===== src/ats_pkg.sv =====
`default_nettype none
package ats_pkg;
   // ==========================================================
   // Widths
   localparam int RES_W     = 12;
   localparam int HIGH_W    = 8;
   localparam int CH_W      = 4;
   localparam int BIT_IDX_W = 4;
   localparam int ADDR_W    = 8;
   localparam int DATA_W    = 32;

   typedef logic [RES_W-1:0]  ats_code_t;
   typedef logic [HIGH_W-1:0] ats_high_t;
   typedef logic [CH_W-1:0]   ats_chan_t;
   typedef logic [DATA_W-1:0] ats_word_t;

   // ==========================================================
   // Register byte offsets
   localparam logic [ADDR_W-1:0] OFS_MODE        = 8'h00;
   localparam logic [ADDR_W-1:0] OFS_MODE_TWO    = 8'h04;
   localparam logic [ADDR_W-1:0] OFS_CHAN        = 8'h08;
   localparam logic [ADDR_W-1:0] OFS_RESULT_WORD = 8'h0c;
   localparam logic [ADDR_W-1:0] OFS_RESULT_HIGH = 8'h10;
   localparam logic [ADDR_W-1:0] OFS_STATUS      = 8'h14;

   // ==========================================================
   // Field positions
   localparam int START_BIT   = 7;
   localparam int CONT_BIT    = 6;
   localparam int TMR_SEL_BIT = 7;
   localparam int BUSY_BIT    = 0;

   // ==========================================================
   // Reset values and codes
   localparam ats_code_t RESULT_RESET = 12'h000;
   localparam ats_high_t HIGH_RESET   = 8'h00;
   localparam ats_code_t MSB_CODE     = 12'h800;

   // ==========================================================
   // Bus encodings
   localparam int         HTRANS_ACT_BIT = 1;
   localparam logic [2:0] HSIZE_WORD     = 3'h2;

   // ==========================================================
   // Timing in clock cycles
   localparam int DEF_SAMPLE_CYC = 8;
   localparam int DEF_SETTLE_CYC = 8;
   localparam int MIN_SETTLE_CYC = 5;

   typedef enum logic [1:0] {
      ATS_IDLE,
      ATS_SAMPLE,
      ATS_TRIAL
   } ats_eng_st_t;
endpackage : ats_pkg
`default_nettype wire


===== src/ats_trigger_sequencer.sv =====
// Notes on behaviour
// - Result is round(vin/vref*4096), the comparator threshold sets rounding.
// - Four modes: software or timer trigger, continuous or single.
// - Software mode: writing start bit 1 converts the selected channel.
// - Each completion stores word and high byte, pulses done interrupt.
// - Continuous mode starts the next conversion at once.
// - Single mode clears the start bit after one conversion, then idles.
// - Software mode: start bit 1 while busy restarts, result kept.
// - Channel write while busy restarts, except timer single mode.
// - Software mode: start bit 0 while busy stops, result kept.
// - Timer select bit set puts block into trigger waiting.
// - A timer trigger sets start bit and converts current channel.
// - Timer trigger while busy restarts conversion, result kept.
// - Timer continuous: start bit 0 stops and waits for trigger.
// - Timer single: channel write waits for next conversion start.
// - Clearing timer select with start bit 0 returns to software.
// - Reset clears word and high byte result registers to zero.
// - Bits resolved one at a time, most significant first.
//
// Our own choices: register access over AHB-Lite and the address map.
`timescale 1ns/10ps
`default_nettype none
module ats_trigger_sequencer #(
   parameter int SAMPLE_CYC = ats_pkg::DEF_SAMPLE_CYC,
   parameter int SETTLE_CYC = ats_pkg::DEF_SETTLE_CYC
) (
   input  wire logic               hclk,
   input  wire logic               hresetn,
   input  wire logic               hsel,
   input  wire logic [31:0]        haddr,
   input  wire logic [1:0]         htrans,
   input  wire logic               hwrite,
   input  wire logic [2:0]         hsize,
   input  wire ats_pkg::ats_word_t hwdata,
   input  wire logic               hready,
   output ats_pkg::ats_word_t      hrdata,
   output logic                    hreadyout,
   output logic                    hresp,
   input  wire logic               timer_trigger,
   input  wire logic               cmp_ge_pin,
   output ats_pkg::ats_chan_t      analog_input_channel,
   output ats_pkg::ats_code_t      trial_code,
   output logic                    sample_hold_en,
   output logic                    conversion_done_irq
);
   import ats_pkg::*;

   // ==========================================================
   // Block state
   typedef struct packed {
      logic              start;
      logic              cont;
      logic              tmr_sel;
      ats_chan_t         chan;
      ats_code_t         res_word;
      ats_high_t         res_high;
      logic              wr_pend;
      logic [ADDR_W-1:0] wr_addr;
      ats_word_t         rdata;
      logic [2:0]        cmp_sync;
      logic              cmp;
      logic              irq;
   } ats_ctl_state_t;

   localparam ats_ctl_state_t CTL_RESET = '{
      res_word: RESULT_RESET,
      res_high: HIGH_RESET,
      default:  '0
   };

   ats_ctl_state_t st_q;
   ats_ctl_state_t st_d;

   logic      go;
   logic      stop;
   logic      acc;
   logic      eng_busy;
   logic      eng_done;
   ats_code_t eng_result;
   ats_chan_t eng_chan;
   logic      eng_hold;
   ats_code_t eng_trial;

   // ==========================================================
   // Read decode
   function automatic ats_word_t read_word(
      input logic [ADDR_W-1:0] addr,
      input ats_ctl_state_t    s,
      input logic              busy
   );
      ats_word_t rd;
      rd = '0;
      unique case (addr)
         OFS_MODE: begin
            rd[START_BIT] = s.start;
            rd[CONT_BIT]  = s.cont;
         end
         OFS_MODE_TWO: begin
            rd[TMR_SEL_BIT] = s.tmr_sel;
         end
         OFS_CHAN: begin
            rd[CH_W-1:0] = s.chan;
         end
         OFS_RESULT_WORD: begin
            rd[RES_W-1:0] = s.res_word;
         end
         OFS_RESULT_HIGH: begin
            rd[HIGH_W-1:0] = s.res_high;
         end
         OFS_STATUS: begin
            rd[BUSY_BIT] = busy;
         end
         default: begin
            rd = '0;
         end
      endcase
      return rd;
   endfunction : read_word

   // ==========================================================
   // Next state and engine commands
   always_comb begin
      st_d     = st_q;
      st_d.irq = 1'b0;
      go       = 1'b0;
      stop     = 1'b0;

      // Address phase capture, zero wait states
      acc = hsel && htrans[HTRANS_ACT_BIT] && hready
            && (hsize == HSIZE_WORD);
      st_d.wr_pend = acc && hwrite;
      if (acc) begin
         st_d.wr_addr = haddr[ADDR_W-1:0];
      end
      if (acc && !hwrite) begin
         st_d.rdata = read_word(haddr[ADDR_W-1:0], st_q, eng_busy);
      end

      // Comparator synchroniser, change taken when stages agree
      st_d.cmp_sync = {st_q.cmp_sync[1:0], cmp_ge_pin};
      if (st_q.cmp_sync[1] == st_q.cmp_sync[2]) begin
         st_d.cmp = st_q.cmp_sync[2];
      end

      // Completion: latch result, pulse interrupt, chain or idle
      if (eng_done) begin
         st_d.res_word = eng_result;
         st_d.res_high = eng_result[RES_W-1 -: HIGH_W];
         st_d.irq      = 1'b1;
         if (st_q.cont && st_q.start) begin
            go = 1'b1;
         end else begin
            st_d.start = 1'b0;
         end
      end

      // Register writes in the data phase
      if (st_q.wr_pend) begin
         unique case (st_q.wr_addr)
            OFS_MODE: begin
               st_d.cont = hwdata[CONT_BIT];
               if (!st_q.tmr_sel) begin
                  st_d.start = hwdata[START_BIT];
                  if (hwdata[START_BIT]) begin
                     go = 1'b1;
                  end else begin
                     go   = 1'b0;
                     stop = 1'b1;
                  end
               end else if (!hwdata[START_BIT]) begin
                  st_d.start = 1'b0;
                  go         = 1'b0;
                  stop       = 1'b1;
               end
            end
            OFS_MODE_TWO: begin
               if (hwdata[TMR_SEL_BIT] || !st_q.start) begin
                  st_d.tmr_sel = hwdata[TMR_SEL_BIT];
               end
            end
            OFS_CHAN: begin
               st_d.chan = hwdata[CH_W-1:0];
               if ((eng_busy || go)
                   && !(st_q.tmr_sel && !st_q.cont)) begin
                  go   = 1'b1;
                  stop = 1'b0;
               end
            end
            default: begin
            end
         endcase
      end

      // Timer trigger wins over any clear in the same cycle
      if (timer_trigger && st_q.tmr_sel) begin
         st_d.start = 1'b1;
         go         = 1'b1;
         stop       = 1'b0;
      end
   end

   // State register, results cleared by reset
   always_ff @(posedge hclk or negedge hresetn) begin
      if (!hresetn) begin
         st_q <= CTL_RESET;
      end else begin
         st_q <= st_d;
      end
   end

   // ==========================================================
   // Conversion engine
   ats_conv_engine #(
      .SAMPLE_CYC (SAMPLE_CYC),
      .SETTLE_CYC (SETTLE_CYC)
   ) u_engine (
      .hclk       (hclk),
      .hresetn    (hresetn),
      .go         (go),
      .stop       (stop),
      .chan_in    (st_d.chan),
      .cmp_ge     (st_q.cmp),
      .busy       (eng_busy),
      .done       (eng_done),
      .trial_code (eng_trial),
      .result     (eng_result),
      .chan_out   (eng_chan),
      .hold       (eng_hold)
   );

   // Outputs
   assign hrdata               = st_q.rdata;
   assign hreadyout            = 1'b1;
   assign hresp                = 1'b0;
   assign analog_input_channel = eng_chan;
   assign trial_code           = eng_trial;
   assign sample_hold_en       = eng_hold;
   assign conversion_done_irq  = st_q.irq;

   // ==========================================================
   // Checks
   logic      wr_mode;
   logic      wr_mode_two;
   logic      wr_chan;
   logic      wr_start_val;
   logic      wr_tmr_val;
   ats_chan_t wr_chan_val;
   logic      trig_sel;

   assign wr_mode      = st_q.wr_pend && (st_q.wr_addr == OFS_MODE);
   assign wr_mode_two  = st_q.wr_pend && (st_q.wr_addr == OFS_MODE_TWO);
   assign wr_chan      = st_q.wr_pend && (st_q.wr_addr == OFS_CHAN);
   assign wr_start_val = hwdata[START_BIT];
   assign wr_tmr_val   = hwdata[TMR_SEL_BIT];
   assign wr_chan_val  = hwdata[CH_W-1:0];
   assign trig_sel     = timer_trigger && st_q.tmr_sel;
endmodule : ats_trigger_sequencer
`default_nettype wire


===== src/ats_conv_engine.sv =====
`timescale 1ns/10ps
`default_nettype none
module ats_conv_engine #(
   parameter int SAMPLE_CYC = ats_pkg::DEF_SAMPLE_CYC,
   parameter int SETTLE_CYC = ats_pkg::DEF_SETTLE_CYC
) (
   input  wire logic              hclk,
   input  wire logic              hresetn,
   input  wire logic              go,
   input  wire logic              stop,
   input  wire ats_pkg::ats_chan_t chan_in,
   input  wire logic              cmp_ge,
   output logic                   busy,
   output logic                   done,
   output ats_pkg::ats_code_t     trial_code,
   output ats_pkg::ats_code_t     result,
   output ats_pkg::ats_chan_t     chan_out,
   output logic                   hold
);
   import ats_pkg::*;

   localparam int CNT_MAX = (SAMPLE_CYC > SETTLE_CYC) ? SAMPLE_CYC
                                                      : SETTLE_CYC;
   localparam int CNT_W   = $clog2(CNT_MAX + 1);

   // ==========================================================
   // Parameter checks
   if (SAMPLE_CYC < 1) begin : g_chk_sample
      $error("Sample time must be at least one cycle");
   end
   if (SETTLE_CYC < MIN_SETTLE_CYC) begin : g_chk_settle
      $error("Settle time shorter than comparator sync delay");
   end

   typedef struct packed {
      ats_eng_st_t          st;
      logic [CNT_W-1:0]     cnt;
      logic [BIT_IDX_W-1:0] bit_idx;
      ats_code_t            approx;
      ats_code_t            result;
      ats_chan_t            chan;
      logic                 hold;
      logic                 done;
   } ats_eng_state_t;

   localparam ats_eng_state_t ENG_RESET = '{st: ATS_IDLE, default: '0};

   ats_eng_state_t st_q;
   ats_eng_state_t st_d;

   // ==========================================================
   // Sample, hold, then one trial per bit from the top down
   always_comb begin
      st_d      = st_q;
      st_d.done = 1'b0;
      if (go) begin
         st_d.st   = ATS_SAMPLE;
         st_d.cnt  = '0;
         st_d.chan = chan_in;
         st_d.hold = 1'b0;
      end else if (stop) begin
         st_d.st   = ATS_IDLE;
         st_d.cnt  = '0;
         st_d.hold = 1'b0;
      end else begin
         unique case (st_q.st)
            ATS_IDLE: begin
            end
            ATS_SAMPLE: begin
               if (st_q.cnt == CNT_W'(SAMPLE_CYC - 1)) begin
                  st_d.st      = ATS_TRIAL;
                  st_d.cnt     = '0;
                  st_d.hold    = 1'b1;
                  st_d.bit_idx = BIT_IDX_W'(RES_W - 1);
                  st_d.approx  = MSB_CODE;
               end else begin
                  st_d.cnt = st_q.cnt + 1'b1;
               end
            end
            ATS_TRIAL: begin
               if (st_q.cnt == CNT_W'(SETTLE_CYC - 1)) begin
                  st_d.cnt                 = '0;
                  st_d.approx[st_q.bit_idx] = cmp_ge;
                  if (st_q.bit_idx == '0) begin
                     st_d.result = st_d.approx;
                     st_d.done   = 1'b1;
                     st_d.st     = ATS_IDLE;
                     st_d.hold   = 1'b0;
                  end else begin
                     st_d.bit_idx = st_q.bit_idx - 1'b1;
                     st_d.approx[st_q.bit_idx - 1'b1] = 1'b1;
                  end
               end else begin
                  st_d.cnt = st_q.cnt + 1'b1;
               end
            end
            default: begin
               st_d.st = ATS_IDLE;
            end
         endcase
      end
   end

   // State register
   always_ff @(posedge hclk or negedge hresetn) begin
      if (!hresetn) begin
         st_q <= ENG_RESET;
      end else begin
         st_q <= st_d;
      end
   end

   // Outputs
   assign busy       = (st_q.st != ATS_IDLE);
   assign done       = st_q.done;
   assign trial_code = st_q.approx;
   assign result     = st_q.result;
   assign chan_out   = st_q.chan;
   assign hold       = st_q.hold;
endmodule : ats_conv_engine
`default_nettype wire


===== config.mk =====
export PLATFORM = sky130hd
export DESIGN_NAME = ats_trigger_sequencer
export DESIGN_NICKNAME = d
export VERILOG_FILES = /design/src/ats_pkg.sv /design/src/ats_trigger_sequencer.sv /design/src/ats_conv_engine.sv
export SDC_FILE = /design/constraint.sdc
export NUM_CORES = 1
export LEC_CHECK = 0
export BUFFER_PORTS_ARGS = -buffer_cell sky130_fd_sc_hd__clkbuf_2
export CORE_UTILIZATION = 53
export DETAILED_ROUTE_END_ITERATION = 7
export HOLD_SLACK_MARGIN = 0.15
export PLACE_DENSITY = 0.81
export SYNTH_ARGS = -nofsm -noshare
export SYNTH_HDL_FRONTEND = slang
export SYNTH_HIERARCHICAL = 1
export SYNTH_SLANG_ARGS = --single-unit

===== constraint.sdc =====
create_clock -name hclk -period 2.95 [get_ports hclk]
set_input_delay 0.295 -clock hclk [delete_from_list [all_inputs] [get_ports hclk]]
set_output_delay 0.295 -clock hclk [all_outputs]
set_load 0.02 [all_outputs]

== Word-level counts from Yosys, hierarchy flattened ==
Cells that the tools add are included.

* Flip-flop bits (word level): 93
* Input bits: 76

* Add/subtract/negate cells: 2
* Order comparisons: 4
* Equality and inequality tests: 19
* Multiplexer cells: 56
* Bitwise operators: 3
* Reduce and logical (&&, ||, !) cells: 31

{| class="wikitable"
|+ Operators by type and width
! kind !! count
|-
| 20-bit case mux with 2 select lines || 1
|-
| 16-bit two-way mux || 2
|-
| 1-bit two-way mux || 28
|-
| 28-bit two-way mux || 1
|-
| 8-bit by 4-bit equality test with 1-bit output, second input constant || 3
|-
| 8-bit by 3-bit equality test with 1-bit output, second input constant || 2
|-
| 8-bit by 5-bit equality test with 1-bit output, second input constant || 2
|-
| 8-bit logical NOT || 2
|-
| 12-bit bitwise mux || 1
|-
| 12-bit two-way mux || 1
|-
| 2-bit two-way mux || 6
|-
| 4-bit two-way mux || 3
|-
| 6-bit two-way mux || 2
|-
| 4-bit by 3-bit != test with 1-bit output, second input constant || 3
|-
| 12-bit OR || 1
|-
| 1-bit logical AND || 11
|-
| 4-bit by 5-bit less-than comparator with 1-bit output, second input constant || 2
|-
| 5-bit AND reduction || 2
|-
| 3-bit case mux with 3 select lines || 1
|-
| 1-bit demux with 4-bit select || 2
|-
| 4-bit by 1-bit >= comparator with 1-bit output, second input constant || 2
|-
| 1-bit case mux with 4 select lines || 2
|-
| 4-bit AND reduction || 2
|-
| 7-bit two-way mux || 1
|-
| other kinds (24) || 32
|}

== Depth between registers and ports, before layout ==
* Word-level depth: 11
* Depth in mapped cells: 13
* Gate-level depth less buffers: 10

== Cells and area by module ==
The synthesis kept the hierarchy.

{| class="wikitable"
|+ Modules (own cells, without submodules)
! module !! instances !! cells each !! area an instance (um^2) !! sequential area each (um^2)
|-
| ats_conv_engine || 1 || 252 || 2328.5 || 1001.0
|-
| ats_trigger_sequencer || 1 || 191 || 2260.9 || 1126.1
|}

== Worst setup path before layout ==
No wires, ideal clock.

* Path type: flip-flop to flip-flop
* Start: register st_q[38] (netlist bit)
* End: register u_engine.st_q, in the netlist u_engine/trial_code[4]
* Library setup time: 0.133 ns
* Data arrival time: 2.557 ns
* Setup slack: 0.260 ns
* Cell stages (with the launch flop): 12
* Buffers on the path: 3
* Period minus slack after synthesis: 2.690 ns
* Path through: dfrtp_1 > or4_1 > nor2_1 > o21ai_1 > a311o_1 > buf_6 > or2_1 > buf_6 > or3_4 > buf_6 > a21oi_2 > o22ai_1

* Longest elaborated chain between the ends: 6
* Elaborated cells on any way between the ends: 11
* Those cells by class: eq/ne: 1; mux: 6; bitwise: 2; reduce/logical: 2

{| class="wikitable"
|+ RTL lines
! what !! line !! source
|-
| from (decl) || ats_trigger_sequencer.sv:71 || <nowiki>ats_ctl_state_t st_q;</nowiki>
|-
| from (signal assigned) || ats_trigger_sequencer.sv:207 || <nowiki>st_q <= st_d;</nowiki>
|-
| 8-bit by 4-bit equality test with 1-bit output or 8-bit logical NOT (tied branches) || ats_trigger_sequencer.sv:159 || <nowiki>unique case (st_q.wr_addr)</nowiki>
|-
| 1-bit case mux with 2 select lines * || ats_trigger_sequencer.sv:159 ||
|-
| 1-bit two-way mux * || ats_trigger_sequencer.sv:158 || <nowiki>if (st_q.wr_pend) begin</nowiki>
|-
| 1-bit two-way mux * || ats_trigger_sequencer.sv:195 || <nowiki>if (timer_trigger && st_q.tmr_sel) begin</nowiki>
|-
| net go || ats_trigger_sequencer.sv:74 || <nowiki>logic go;</nowiki>
|-
| 1-bit NOT (no line) * || n/a ||
|-
| 5-bit AND reduction (no line) * || n/a ||
|-
| to (signal assigned) || ats_conv_engine.sv:109 || <nowiki>st_q <= st_d;</nowiki>
|-
| to (decl) || ats_conv_engine.sv:48 || <nowiki>ats_eng_state_t st_q;</nowiki>
|}

Mark *: on every way through the listed nets, which the timed path passes. The rest lies on a longest branch.
A chain may end at the register's enable or synchronous reset.

== Final worst setup path ==
* Start: register st_q[38] (netlist bit)
* End: register u_engine.st_q, in the netlist u_engine/trial_code[0]

The elaborated chain is that of the path after synthesis.

==> results_dict.tcl <==
set metrics [dict create \
    yosys_warnings 6 \
    rows 33 \
    grt_pass1_wl_mm 14.4 \
    cap_violations 0 \
    wl_per_cell_um 15.8 \
    layout-drive-gt1-share_pct 27.8 \
    grt.met1_usage_pct 26.4 \
    seq_area_frac_synth_pct 46.3 \
    numCtsBuffers 9 \
    path_cells "or4_1, nor2_1, o21ai_1, a311o_1, or2_1, or3_4, a21oi_1, o22ai_1" \
    initial_core_util_pct 55.3 \
    ir_worst_vdd_mv 0.293 \
    dr.pass1.iters 4 \
    yosysTopAreaCell "dfrtp_1" \
    busiest_layer "met2" \
    die_y_um 95.1 \
    postSynthAreaPerCell_um2 10.4 \
    relSlewSlack_pct 30.9 \
    finalCritPeriodShare_pct 96.1 \
    final.setup.tns_ps 0 \
    die_area_um2 9040 \
    clk_path_buf_depth 2 \
    grt_pass1_vias 3018 \
    drtIter0Drc 147 \
    antenna_cells 0 \
    grt_usage_pct 20.8 \
    fill_cells 676 \
    final-max-slew-violation-count 0 \
    slowest_delay_ps 610 \
    final_util_pct 58.2 \
    synth_cell_types 67 \
    synth_area_um2 4590 \
    clkSinkCount 85 \
    drc 0 \
    powerDensity_nw_per_um2 648 \
    io_pins 128 \
    cp.arrival_ps 3050 \
    worstSetupStartpointType "flip-flop" \
    critical_path_required_ps 3170 \
    synth_top_area_share_pct 46.3 \
    crit_type "flip-flop to flip-flop" \
    clk_pin_slew_ps 90 \
    htree_levels 3 \
    worst_pin_slew_ps 1040 \
    drt-vias-per-instance 5.53 \
    synth_top_flop_cell "dfrtp_1" \
    rsz0062_at_grt "false" \
    post-place-ws_ps 179 \
    power.leakage_nw 2.35 \
    fin_ws_ps 116 \
    root_buffer "clkbuf_8" \
    postPlaceCellArea_um2 4560 \
    ff2ff_setup_slack_ps 120 \
    dr_total_vias 3132 \
    worst-path-buf-inv 0 \
    finalHoldViolCount 0 \
    setup_viol 0 \
    critPathTopFamily "simple AND/OR/NAND/NOR gates" \
    use_met2_pct 34.6 \
    hold_class "input port to asynchronous set/reset pin" \
    grt-ovfl-total 0 \
    async_flop_share_pct 100 \
    insertion_delay_ps 360 \
    grt_max_degree 86 \
    grt_util_met3_pct 5.02 \
    cts_tree "yes" \
    routed_wl_mm 8.95 \
    layout_min_cycle_time_ps 2830 \
    max_freq_mhz 353 \
    fin_area_um2 4830 \
    port_buffers 54 \
    syn_inst 443 \
    hpwl_mm 6.34 \
    fin_skew_ps 15.1 \
    antenna_found_initial 0 \
    status "finished, final reports clean" \
    cp_max_fo 12 \
    core_area_um2 8300 \
    ant_nets 0 \
    fp.dieW_um 95.1 \
    synth.area.top_cells "dfrtp_1 (46%), buf_4 (10%), mux2_2 (7.9%)" \
    holdWs_ps 118 \
    cp-end-kind "flip-flop" \
    synth_edf_count 0 \
    fin_nets 537 \
    crit_path_top_delay_cell "or4_1" \
    yosys_register_bits 85 \
    area_delta_synth_final_pct 5.29 \
    place.gp.congestion 0.888 \
]
-- layer usage --
| metal | share of wire, % | vias to the layer above |
|---|---|---|
| li1 | - | 1507 |
| met1 | 44 | 1505 |
| met2 | 49 | 103 |
| met3 | 5.1 | 17 |
| met4 | 1.9 | 0 |
| met5 | 0 | - |
-- area by class of cell --
class / count / area (µm²) / share of cell area (%)
inverter: 17 / 63.8 / 1.32
tap: 105 / 131 / 2.72
clock buffer: 10 / 138 / 2.85
sequential: 85 / 2130 / 44.0
multi-input combinational: 278 / 1890 / 39.2
clock inverter: 5 / 108 / 2.23
timing repair buffer: 66 / 370 / 7.66
-- cells by family (layout without fill, tap and decap cells) --
logic type                 count (synthesis)  after routing  synth area share (%)
muxes                                     42             42                  10.0
AOI/OAI and AO/OA                         98             98                  14.3
xor gates and xnor gates                   1              1                 0.191
and+or+nand+nor                          110            110                  13.7
DFF                                       85             85                  46.3
other                                      2             22                 0.164
adders and majority gates                  5              5                  1.31
buffers and inverters                    100             98                  14.0
-- worst reg2reg max path, stage by stage (launching register included) --
cell and delay (ps):
dfrtp_1 410, or4_1 610, nor2_1 150, o21ai_1 80, a311o_1 390, or2_1 300
or3_4 470, a21oi_1 180, o22ai_1 100
-- per-stage QoR --
stage,std cells,power [mW]
6_report,566,3.13
5_1_grt,566,3.29
4_1_cts,566,3.16
3_5_place_dp,548,2.14
3_3_place_gp,548,2.11
2_1_floorplan,463,2.02
-- placed cells by master (no fill, tap or decap), types with 16 or more instances in the layout --
cell,n
clkbuf_2,53
nand2_1,41
mux2_2,32
nor2_1,19
conb_1,22
o21ai_0,23
dfrtp_1,85
a21oi_1,16
inv_1,17
-- cell usage after synthesis, types with 2 or more instances --
library cell   n
a31oi_1        6
clkbuf_1       5
dfrtp_1       85
mux2_2        32
nor3_1         4
nor2b_1        6
ha_1           4
o21ai_1        6
o211a_1        2
inv_1         17
buf_1          3
nand4b_1       2
buf_2         10
o22a_1         2
buf_4         62
conb_1         2
buf_6          3
a22oi_1        6
nor2_1        19
a21oi_2        4
nand2_1       41
or4_4          2
o31ai_1        3
a21oi_1       16
a21o_1         2
and3b_1        3
mux2i_1       10
and3_1         3
nand3_1        6
a22o_1         9
or3_1          2
nand2b_1       5
o21ai_0       23
o22ai_1        5
-- sequential cells by signal, indices dropped and copies added, names as in the netlist --
register and count:
hrdata 12, u_engine/st_q 10, u_engine/chan_out 4, u_engine/hold 1, conversion_done_irq 1, st_q 30
st_d 2, u_engine/result 12, u_engine/done 1, u_engine/trial_code 12
-- what timing repair did --
action	4_1_cts	5_1_grt
hold buffers	3	0
setup buffers	0	0
setup endpoints to repair	0	0
endpoints found under the hold margin	3	0
resized for setup	0	0
-- final timing paths --
check	start	to	cells past startpoint
setup / recovery	st_q[38]	u_engine/trial_code[0]	8
hold / removal	hresetn	hrdata[4]	1
setup reg to reg	st_q[38]	u_engine/trial_code[0]	8
hold reg to reg	st_d[3]	st_d[4]	0
max in group asynchronous	hresetn	u_engine/trial_code[11]	1
min in group hclk	hwdata[3]	st_q[69]	2
-- power breakdown --
part	total, mW	leakage (nW)	internal (mW)	switching [mW]
Clock	1.00	0.123	0.586	0.416
Combinational	0.686	1.13	0.273	0.413
Sequential	1.44	1.10	1.27	0.168
Total	3.13	2.35	2.13	0.998
No activity file was read; power rests on OpenSTA's default activity.
